<file path="src/lsw_consts.vh">
// Shared constants for the low-side switch control and diagnostic block
`ifndef LSW_CONSTS_VH
`define LSW_CONSTS_VH
`define LSW_NCH 18
`define LSW_INV_CH 7
`define LSW_SRC_PIN 2'h0
`define LSW_SRC_FSB 2'h1
`define LSW_SRC_SPI 2'h2
`define LSW_CODE_OK 2'h3
`define LSW_CODE_SCB 2'h2
`define LSW_CODE_OT 2'h2
`define LSW_CODE_OL 2'h1
`define LSW_CODE_SCG 2'h0
`define LSW_FILT_NS 10000
`define LSW_FILT_CYC ((`LSW_FILT_NS + 9) / 10)
`define LSW_OVL_NS 20000
`define LSW_OVL_CYC ((`LSW_OVL_NS + 9) / 10)
`define LSW_PWM_PERIOD 100
`define LSW_PWM_ON 5
`define LSW_PIN_MASK 18'h0_FFFF
`define LSW_FSB_MASK 18'h0_FF7F
`define LSW_SCL_MASK 18'h3_C300
`endif

</file>
<file path="src/lsw_chan_diag.v">
// One channel: filter, overload delay, fault latch and restart pattern
`timescale 1ns/1ps
`default_nettype none
`include "lsw_consts.vh"
module lsw_chan_diag #(
   parameter FILT_CYC = `LSW_FILT_CYC,
   parameter OVL_CYC = `LSW_OVL_CYC,
   parameter CW = 16
) (
   input wire core_clk_i,
   input wire rst_i,
   input wire cmd_on_i,
   input wire static_lim_i,
   input wire store_en_i,
   input wire clear_i,
   input wire pwm_on_i,
   input wire scb_i,
   input wire scg_i,
   input wire ol_i,
   input wire ot_i,
   output reg drive_o,
   output reg [1:0] code_o,
   output reg ot_flag_o,
   output reg limiting_o
);
   reg [CW-1:0] filt_ff;
   reg [CW-1:0] ovl_ff;
   reg [1:0] seen_ff;
   reg off_ff;
   reg prev_cmd_ff;
   reg [1:0] cond;
   reg cond_v;
   reg thermal;
   wire fault_off;
   always @* begin
      cond = `LSW_CODE_OK;
      cond_v = 1'b0;
      if (cmd_on_i) begin
         // Faults seen on an on-switch only while it is on
         if (ot_i) begin
            cond = `LSW_CODE_OT;
            cond_v = 1'b1;
         end else if (scb_i) begin
            cond = `LSW_CODE_SCB;
            cond_v = 1'b1;
         end
      end else begin
         if (scg_i) begin
            cond = `LSW_CODE_SCG;
            cond_v = 1'b1;
         end else if (ol_i) begin
            cond = `LSW_CODE_OL;
            cond_v = 1'b1;
         end
      end
   end
   // Thermal restart only for a static-limited channel
   always @* begin
      thermal = static_lim_i & cmd_on_i & ot_i & ~off_ff;
   end
   assign fault_off = off_ff;
   always @(posedge core_clk_i) begin
      if (rst_i) begin
         filt_ff <= {CW{1'b0}};
         ovl_ff <= {CW{1'b0}};
         seen_ff <= `LSW_CODE_OK;
         off_ff <= 1'b0;
         prev_cmd_ff <= 1'b0;
         code_o <= `LSW_CODE_OK;
         ot_flag_o <= 1'b0;
         drive_o <= 1'b0;
         limiting_o <= 1'b0;
      end else begin
         prev_cmd_ff <= cmd_on_i;
         // Filter restarts if the condition changes or vanishes
         // Cleared while stores are blocked, so a lasting fault still lands later
         if (!cond_v || cond != seen_ff || !store_en_i) begin
            filt_ff <= {CW{1'b0}};
            seen_ff <= cond;
         end else if (filt_ff != FILT_CYC[CW-1:0]) begin
            filt_ff <= filt_ff + {{(CW-1){1'b0}}, 1'b1};
         end
         // Latest filtered fault overwrites the stored code
         if (cond_v && cond == seen_ff && filt_ff == FILT_CYC[CW-1:0] - 1'b1 && store_en_i) begin
            code_o <= cond;
            if (cond == `LSW_CODE_OT && ot_i && cmd_on_i)
               ot_flag_o <= 1'b1;
         end else if (clear_i) begin
            code_o <= `LSW_CODE_OK;
            ot_flag_o <= 1'b0;
         end
         // Overload delay counter with current limit active
         if (cmd_on_i && scb_i && !off_ff) begin
            limiting_o <= 1'b1;
            if (ovl_ff != OVL_CYC[CW-1:0])
               ovl_ff <= ovl_ff + {{(CW-1){1'b0}}, 1'b1};
         end else begin
            limiting_o <= 1'b0;
            ovl_ff <= {CW{1'b0}};
         end
         // At or past the delay: leaving static mode mid-overload still trips
         if (cmd_on_i && scb_i && ovl_ff >= OVL_CYC[CW-1:0] - 1'b1 && !static_lim_i) begin
            off_ff <= 1'b1;
         end else if (clear_i || (cmd_on_i && !prev_cmd_ff)) begin
            off_ff <= 1'b0;
         end
         // Static limit stays on; thermal case pulses at low duty
         if (thermal)
            drive_o <= pwm_on_i;
         else
            drive_o <= cmd_on_i & ~fault_off;
      end
   end
endmodule
`default_nettype wire

</file>
<file path="src/lsw_ctrl_diag.v">
// Control source selection, supply lockout and central diagnostics
`timescale 1ns/1ps
`default_nettype none
`include "lsw_consts.vh"
module lsw_ctrl_diag #(
   parameter NCH = `LSW_NCH,
   parameter FILT_CYC = `LSW_FILT_CYC,
   parameter OVL_CYC = `LSW_OVL_CYC,
   parameter PWM_PERIOD = `LSW_PWM_PERIOD,
   parameter PWM_ON = `LSW_PWM_ON
) (
   input wire core_clk_i,
   input wire rst_i,
   input wire reset_pin_n_i,
   input wire [15:0] par_in_i,
   input wire [NCH-1:0] fsb_cmd_i,
   input wire fsb_load_i,
   input wire [NCH-1:0] spi_cmd_i,
   input wire [2*NCH-1:0] src_sel_i,
   input wire [NCH-1:0] static_lim_i,
   input wire clear_diag_i,
   input wire supply_fault_pin_i,
   input wire over_voltage_i,
   input wire inv_threshold_ok_i,
   input wire supply_low_i,
   input wire [NCH-1:0] short_to_battery_i,
   input wire [NCH-1:0] short_to_ground_i,
   input wire [NCH-1:0] open_load_i,
   input wire [NCH-1:0] over_temperature_i,
   output reg [NCH-1:0] stage_on_o,
   output reg [2*NCH-1:0] fault_code_o,
   output reg over_temp_any_o,
   output reg fault_any_o,
   output reg [15:0] read_input_status_cmd_o,
   output reg [NCH-1:0] limiting_o,
   output reg [NCH-1:0] fsb_reg_o
);
   localparam INV = `LSW_INV_CH;
   localparam [NCH-1:0] PIN_OK = `LSW_PIN_MASK;
   localparam [NCH-1:0] FSB_OK = `LSW_FSB_MASK;
   localparam [NCH-1:0] SCL_OK = `LSW_SCL_MASK;
   localparam [1:0] ST_RUN = 2'h0;
   localparam [1:0] ST_HOLD = 2'h1;

   wire [15:0] pin_s;
   wire rst_pin_n_s;
   wire sup_fault_n_s;
   wire [NCH-1:0] drive;
   wire [2*NCH-1:0] code;
   wire [NCH-1:0] otf;
   wire [NCH-1:0] lim;
   reg [NCH-1:0] cmd;
   reg [NCH-1:0] src_pin;
   reg [1:0] st_ff;
   reg [1:0] nxt_st;
   reg [7:0] pwm_ff;
   reg pwm_on;
   reg store_en;
   reg any_fault;
   reg inv_pin_mode;
   reg pin_lock;
   reg sup_lock;
   integer k;

   // Pins pass two flops before use
   lsw_sync2 #(.W(16), .INIT(16'h0000)) u_sync_pin (
      .core_clk_i(core_clk_i),
      .async_i(par_in_i),
      .sync_o(pin_s)
   );
   lsw_sync2 #(.W(2), .INIT(2'h3)) u_sync_rst (
      .core_clk_i(core_clk_i),
      .async_i({reset_pin_n_i, supply_fault_pin_i}),
      .sync_o({rst_pin_n_s, sup_fault_n_s})
   );

   // Reset pin held low acts as hold state
   always @* begin
      case (st_ff)
         ST_RUN: nxt_st = rst_pin_n_s ? ST_RUN : ST_HOLD;
         ST_HOLD: nxt_st = rst_pin_n_s ? ST_RUN : ST_HOLD;
         default: nxt_st = ST_RUN;
      endcase
   end
   always @(posedge core_clk_i) begin
      if (rst_i)
         st_ff <= ST_RUN;
      else
         st_ff <= nxt_st;
   end

   // Low duty restart pattern shared by all channels
   always @(posedge core_clk_i) begin
      if (rst_i)
         pwm_ff <= 8'h00;
      else if (pwm_ff == PWM_PERIOD[7:0] - 8'h01)
         pwm_ff <= 8'h00;
      else
         pwm_ff <= pwm_ff + 8'h01;
   end
   always @* begin
      pwm_on = (pwm_ff < PWM_ON[7:0]);
   end

   // Fast bus latch cleared by the reset pin
   always @(posedge core_clk_i) begin
      if (rst_i || st_ff == ST_HOLD)
         fsb_reg_o <= {NCH{1'b0}};
      else if (fsb_load_i)
         fsb_reg_o <= fsb_cmd_i & FSB_OK;
   end

   // Command source per channel
   always @* begin
      cmd = {NCH{1'b0}};
      src_pin = {NCH{1'b0}};
      for (k = 0; k < NCH; k = k + 1) begin
         if (src_sel_i[2*k +: 2] == `LSW_SRC_PIN && PIN_OK[k]) begin
            src_pin[k] = 1'b1;
            cmd[k] = pin_s[k];
         end else if (src_sel_i[2*k +: 2] == `LSW_SRC_FSB && FSB_OK[k]) begin
            cmd[k] = fsb_reg_o[k];
         end else begin
            cmd[k] = spi_cmd_i[k];
         end
      end
      // Inverting stage: pin-controlled in source code 0, else SPI
      // Pin high means on, so no inversion of its drive sense
      if (src_sel_i[2*INV +: 2] == `LSW_SRC_PIN) begin
         src_pin[INV] = 1'b1;
         cmd[INV] = pin_s[INV];
      end else begin
         src_pin[INV] = 1'b0;
         cmd[INV] = spi_cmd_i[INV];
      end
   end

   // Fault store gated while supply is below the reset level
   always @* begin
      store_en = ~supply_low_i & (st_ff == ST_RUN);
      inv_pin_mode = src_pin[INV];
      pin_lock = over_voltage_i | ~inv_threshold_ok_i;
      sup_lock = ~sup_fault_n_s;
   end

   // Per-channel diagnostics; source select reset value is pin mode
   genvar g;
   generate
      for (g = 0; g < NCH; g = g + 1) begin : g_ch
         lsw_chan_diag #(
            .FILT_CYC(FILT_CYC),
            .OVL_CYC(OVL_CYC),
            .CW(16)
         ) u_ch (
            .core_clk_i(core_clk_i),
            .rst_i(rst_i),
            .cmd_on_i(cmd[g]),
            .static_lim_i(static_lim_i[g] & SCL_OK[g]),
            .store_en_i(store_en),
            .clear_i(clear_diag_i | st_ff == ST_HOLD),
            .pwm_on_i(pwm_on),
            .scb_i(short_to_battery_i[g]),
            .scg_i(short_to_ground_i[g]),
            .ol_i(open_load_i[g]),
            .ot_i(over_temperature_i[g]),
            .drive_o(drive[g]),
            .code_o(code[2*g +: 2]),
            .ot_flag_o(otf[g]),
            .limiting_o(lim[g])
         );
      end
   endgenerate

   // Central flags
   always @* begin
      any_fault = 1'b0;
      for (k = 0; k < NCH; k = k + 1)
         any_fault = any_fault | (code[2*k +: 2] != `LSW_CODE_OK);
   end

   // Output lockout and registered outputs
   always @(posedge core_clk_i) begin
      if (rst_i) begin
         stage_on_o <= {NCH{1'b0}};
         fault_code_o <= {2*NCH{1'b1}};
         over_temp_any_o <= 1'b0;
         fault_any_o <= 1'b0;
         read_input_status_cmd_o <= 16'h0000;
         limiting_o <= {NCH{1'b0}};
      end else begin
         for (k = 0; k < NCH; k = k + 1) begin
            if (k == INV && inv_pin_mode)
               stage_on_o[k] <= drive[k] & ~pin_lock;
            else
               stage_on_o[k] <= drive[k] & ~sup_lock & (st_ff == ST_RUN);
         end
         fault_code_o <= code;
         over_temp_any_o <= |otf;
         fault_any_o <= any_fault;
         read_input_status_cmd_o <= pin_s ^ (16'h0001 << INV);
         limiting_o <= lim;
      end
   end
endmodule
`default_nettype wire

</file>
<file path="src/lsw_sync2.v">
// Two-flop synchroniser for a bus of pin levels
`timescale 1ns/1ps
`default_nettype none
module lsw_sync2 #(
   parameter W = 1,
   parameter [W-1:0] INIT = {W{1'b0}}
) (
   input wire core_clk_i,
   input wire [W-1:0] async_i,
   output wire [W-1:0] sync_o
);
   reg [W-1:0] s1_ff;
   reg [W-1:0] s2_ff;
   initial begin
      s1_ff = INIT;
      s2_ff = INIT;
   end
   // No reset: the reset pin itself passes through here
   always @(posedge core_clk_i) begin
      s1_ff <= async_i;
      s2_ff <= s1_ff;
   end
   assign sync_o = s2_ff;
endmodule
`default_nettype wire
</file>
<file path="config.mk">
export PLATFORM = sky130hd
export DESIGN_NAME = lsw_ctrl_diag
export DESIGN_NICKNAME = d
export VERILOG_FILES = /design/src/lsw_chan_diag.v /design/src/lsw_ctrl_diag.v /design/src/lsw_sync2.v
export VERILOG_INCLUDE_DIRS = /design/src
export SDC_FILE = /design/constraint.sdc
export NUM_CORES = 2
export LEC_CHECK = 0
export BUFFER_PORTS_ARGS = -buffer_cell sky130_fd_sc_hd__buf_2
export CAP_MARGIN = 0
export CORE_ASPECT_RATIO = 0.9
export CORE_UTILIZATION = 40
export DETAILED_ROUTE_END_ITERATION = 16
export HOLD_SLACK_MARGIN = 0.03
export SKIP_LAST_GASP = 1
export SYNTH_ARGS = -nofsm -noshare
export SYNTH_HDL_FRONTEND = slang
export SYNTH_SLANG_ARGS = --single-unit
</file>
<file path="constraint.sdc">
create_clock -name core_clk_i -period 1.8 [get_ports core_clk_i]
set_clock_uncertainty 0.05 [all_clocks]
set_input_delay 0 -clock core_clk_i [delete_from_list [all_inputs] [get_ports core_clk_i]]
set_output_delay 0 -clock core_clk_i [all_outputs]
set_load 0.02 [all_outputs]
</file>
==> flow_summary.toml <==
[grt]
grt_antenna_before_repair = 17
groute.usage.overall = 0.201
grt_pass1_vias = 28800
grt_max_degree = 65
grt-ovfl-total = 0
grt_pass1_wl_mm = 153

[logic_synthesis]
ys.flop_type = "dfxtp_1"
ys_top_cells_by_count = "dfxtp_1 (888), nor2_1 (712), xor2_1 (308)"
async_reset_ff_frac = 0
yosys-top-cells-area = "dfxtp_1 (48%), xor2_1 (7.2%), nor2_1 (7.2%)"
syn-cell-area_um2 = 37300
synth_cell_type_count = 64
synth.top_cell.area_share = 0.476
syn_inst = 4082
yosysSeqAreaShare = 0.476
synth_edf_count = 0
syn_avg_cell_area_um2 = 9.14
synth.largest_area_cell = "dfxtp_1"
yosysWarningCount = 0
ys_ff_latch = 888
synth.most_common_cell = "dfxtp_1"

[clock_tree]
worstSkewPairLatency_ns = 0.67
cts_sinks = 888
ctsLongestPathBuffers = 3
clk_pin_slew_ns = 0.06
tritoncts = "done"
cts_buffers = 95
cts_root_buf = "clkbuf_16"
htreeDepth = 3

[outcome]
status = "finished with violations"
violations = "setup timing"

[cells_and_area]
ff_latch_area_um2 = 17800
nets = 5109
utilization = 0.530
area_delta_synth_final_pct = 30.3
multiInputGateArea_um2 = 19400
design_area_um2 = 48600
stdcell_count = 6168
fillers = 8276
drive_above_1_share = 0.197

[timing]
hold_viol = 0
post-route-period-util = 1.04
tightest_slew_ns = 0.583
fmax_ghz = 0.534
final_max_slew_viol_count = 0
setup_viol = 32
rsz0062_at_grt = "yes"
fin_crit_ns = 1.87
holdWs_ns = 0.0348
setup_ws_ns = -0.0711
max_slew_margin = 0.608

[critical_path]
path_cells = "or3_4 -> nor4b_1 -> buf_4 -> mux2i_4 -> nor4bb_1 -> o2bb2a_1"
cp_top_family = "simple AND/OR/NAND/NOR gates"
cp.required_ns = 2.35
slowest_stage = "or3_4"
critPathCaptureType = "flip-flop"
path_buf_inv = 1
cp.arrival_ns = 2.43
critPathLaunchType = "flip-flop"
cp_num_cells = 6
worst_r2r_path_depth = 6
slowest_delay_ns = 0.43
cp_max_fo = 5
worstSetupPathType = "reg -> reg"

[placement]
place_hpwl_mm = 68.7
routabilityCongestion = 0.851
place_inst = 5764
portBuffers = 272
dpl_cell_area_um2 = 42500

[run]
maxCapViolCount = 0

[routing]
ant_nets = 0
vias = 30500
wl_mm = 97.4
route.detailed.wl_per_inst_um = 15.8
first_iter_violations = 1568
firstDrtPassIters = 5
viasPerCell = 4.94
route.detailed.drc = 0

[floorplan]
initial_core_util = 0.406
ios = 295
die_h_um = 292
die_w_um = 324
die_area_um2 = 94500
fp-row-count = 105
coreArea_um2 = 91800

[pwr]
power.total_uw = 43200
p_leak_uw = 0.0184
power.density_nw_per_um2 = 889
irDropWorstVdd_mv = 0.802

[hold_path]
whs_path_depth = 6
hold_path.class = "in -> reg"
-- flip-flops by register name, indices dropped and copies added (netlist names) --
register and flops:
g_ch.u_ch.filt_ff 288, g_ch.u_ch.ovl_ff 288, fault_code_o 36, g_ch.u_ch.code_o 36
g_ch.u_ch.seen_ff 36, g_ch.u_ch.drive_o 18, g_ch.u_ch.fault_off 18, g_ch.u_ch.limiting_o 18
g_ch.u_ch.ot_flag_o 18, g_ch.u_ch.prev_cmd_ff 18, limiting_o 18, stage_on_o 18
read_input_status_cmd_o 16, u_sync_pin.s1_ff 16, u_sync_pin.sync_o 16, fsb_reg_o 15
pwm_ff 8, u_sync_rst.s1_ff 2, u_sync_rst.sync_o 2, fault_any_o 1
over_temp_any_o 1, st_ff 1
-- metal layers --
metal | vias up | global-route usage | routed length [µm]
met5 | - | 0 | 98
met4 | 14 | 0.0642 | 2920
met3 | 171 | 0.0326 | 4800
met2 | 515 | 0.311 | 42500
met1 | 14300 | 0.284 | 47100
li1 | 15500 | - | -
-- tightest hold or removal path, cell delays in order --
cell and delay, ns:
buf_2 0.08, nor2_1 0.05, mux2_2 0.25, buf_4 0.12, nand3_1 0.07, a21oi_1 0.13
-- final cells by class --
class / instances / share of cell area
multi-input cells: 2957 / 0.399
flip-flops and latches: 888 / 0.366
inverters: 137 / 0.0106
clock inverters: 42 / 0.0124
repair buffers: 769 / 0.123
clock buffers: 136 / 0.0565
diodes: 9 / 0.000463
well taps: 1230 / 0.0316
-- power by group --
part | switching [µW] | internal, µW
logic | 1270 | 1160
registers | 152 | 19900
clock network | 8310 | 12400
-- cells by family (layout without fill, tap and decap cells) --
family                     count (synthesis)  count (layout)  synth area share
and+or+nand+nor                         2017            2018             0.280
DFF                                      888             888             0.476
xor gates and xnor gates                 492             492             0.115
AOI/OAI and AO/OA                        240             240            0.0404
buffers and inverters                    240            1084            0.0252
muxes                                    130             130            0.0377
adders and majority gates                 74              74            0.0248
other                                      1              12          0.000100
-- final timing paths --
check	from	end	slack, ns
worst max register to register	st_ff[0]$_SDFF_PP0_	g_ch[12].u_ch.ot_flag_o$_SDFFE_PP0P_	-0.07
worst min-delay path	src_sel_i[14]	g_ch[7].u_ch.fault_off$_SDFFE_PP0P_	0.03
worst max-delay path	st_ff[0]$_SDFF_PP0_	g_ch[12].u_ch.ot_flag_o$_SDFFE_PP0P_	-0.07
worst min register to register	u_sync_pin.s1_ff[4]$_DFF_P_	u_sync_pin.sync_o[4]$_DFF_P_	0.27
-- cells in the final DEF, fill, tap and decap left out, types with 15 or more instances in the layout --
cell type	instances
dfxtp_1	868
nor2_1	697
xor2_1	308
buf_2	271
buf_4	261
nand2_1	238
dlygate4sd3_1	201
xnor2_1	184
nand3_1	175
nand4_1	160
inv_1	136
clkbuf_16	98
a21oi_1	91
and3_1	84
and4_1	73
nand3b_1	73
nor3_1	71
ha_1	71
mux2i_1	70
nand2b_1	61
or2_2	53
and2_1	50
o21ai_0	47
nor2b_1	41
or3_1	37
buf_12	28
o211ai_1	26
clkbuf_1	23
nor4_1	22
nor3b_1	22
or4_1	21
mux2_2	20
mux2_4	20
dfxtp_2	18
nor3_2	16
clkinv_2	16
nand4b_1	15
mux2i_4	15
nor4b_1	15
clkbuf_8	15
-- through the flow --
| stage | setup TNS [ns] | setup WS, ns |
|---|---|---|
| after floorplan | -0.0550 | -0.00477 |
| after global placement | -0.975 | -0.0669 |
| after detailed placement | -1.54 | -0.0648 |
| after CTS | -0.920 | -0.0641 |
| after global routing | -5.72 | -0.154 |
| final | -0.611 | -0.0711 |
-- what timing repair did --
action,4_1_cts,5_1_grt
pin swaps,5,20
cloned,0,1
endpoints found under the setup margin,67,224
buffers inserted,5,11
hold endpoints to repair,561,1
hold buffers,203,1
gates resized for setup,25,109
Power figures use the tool's default switching activity.
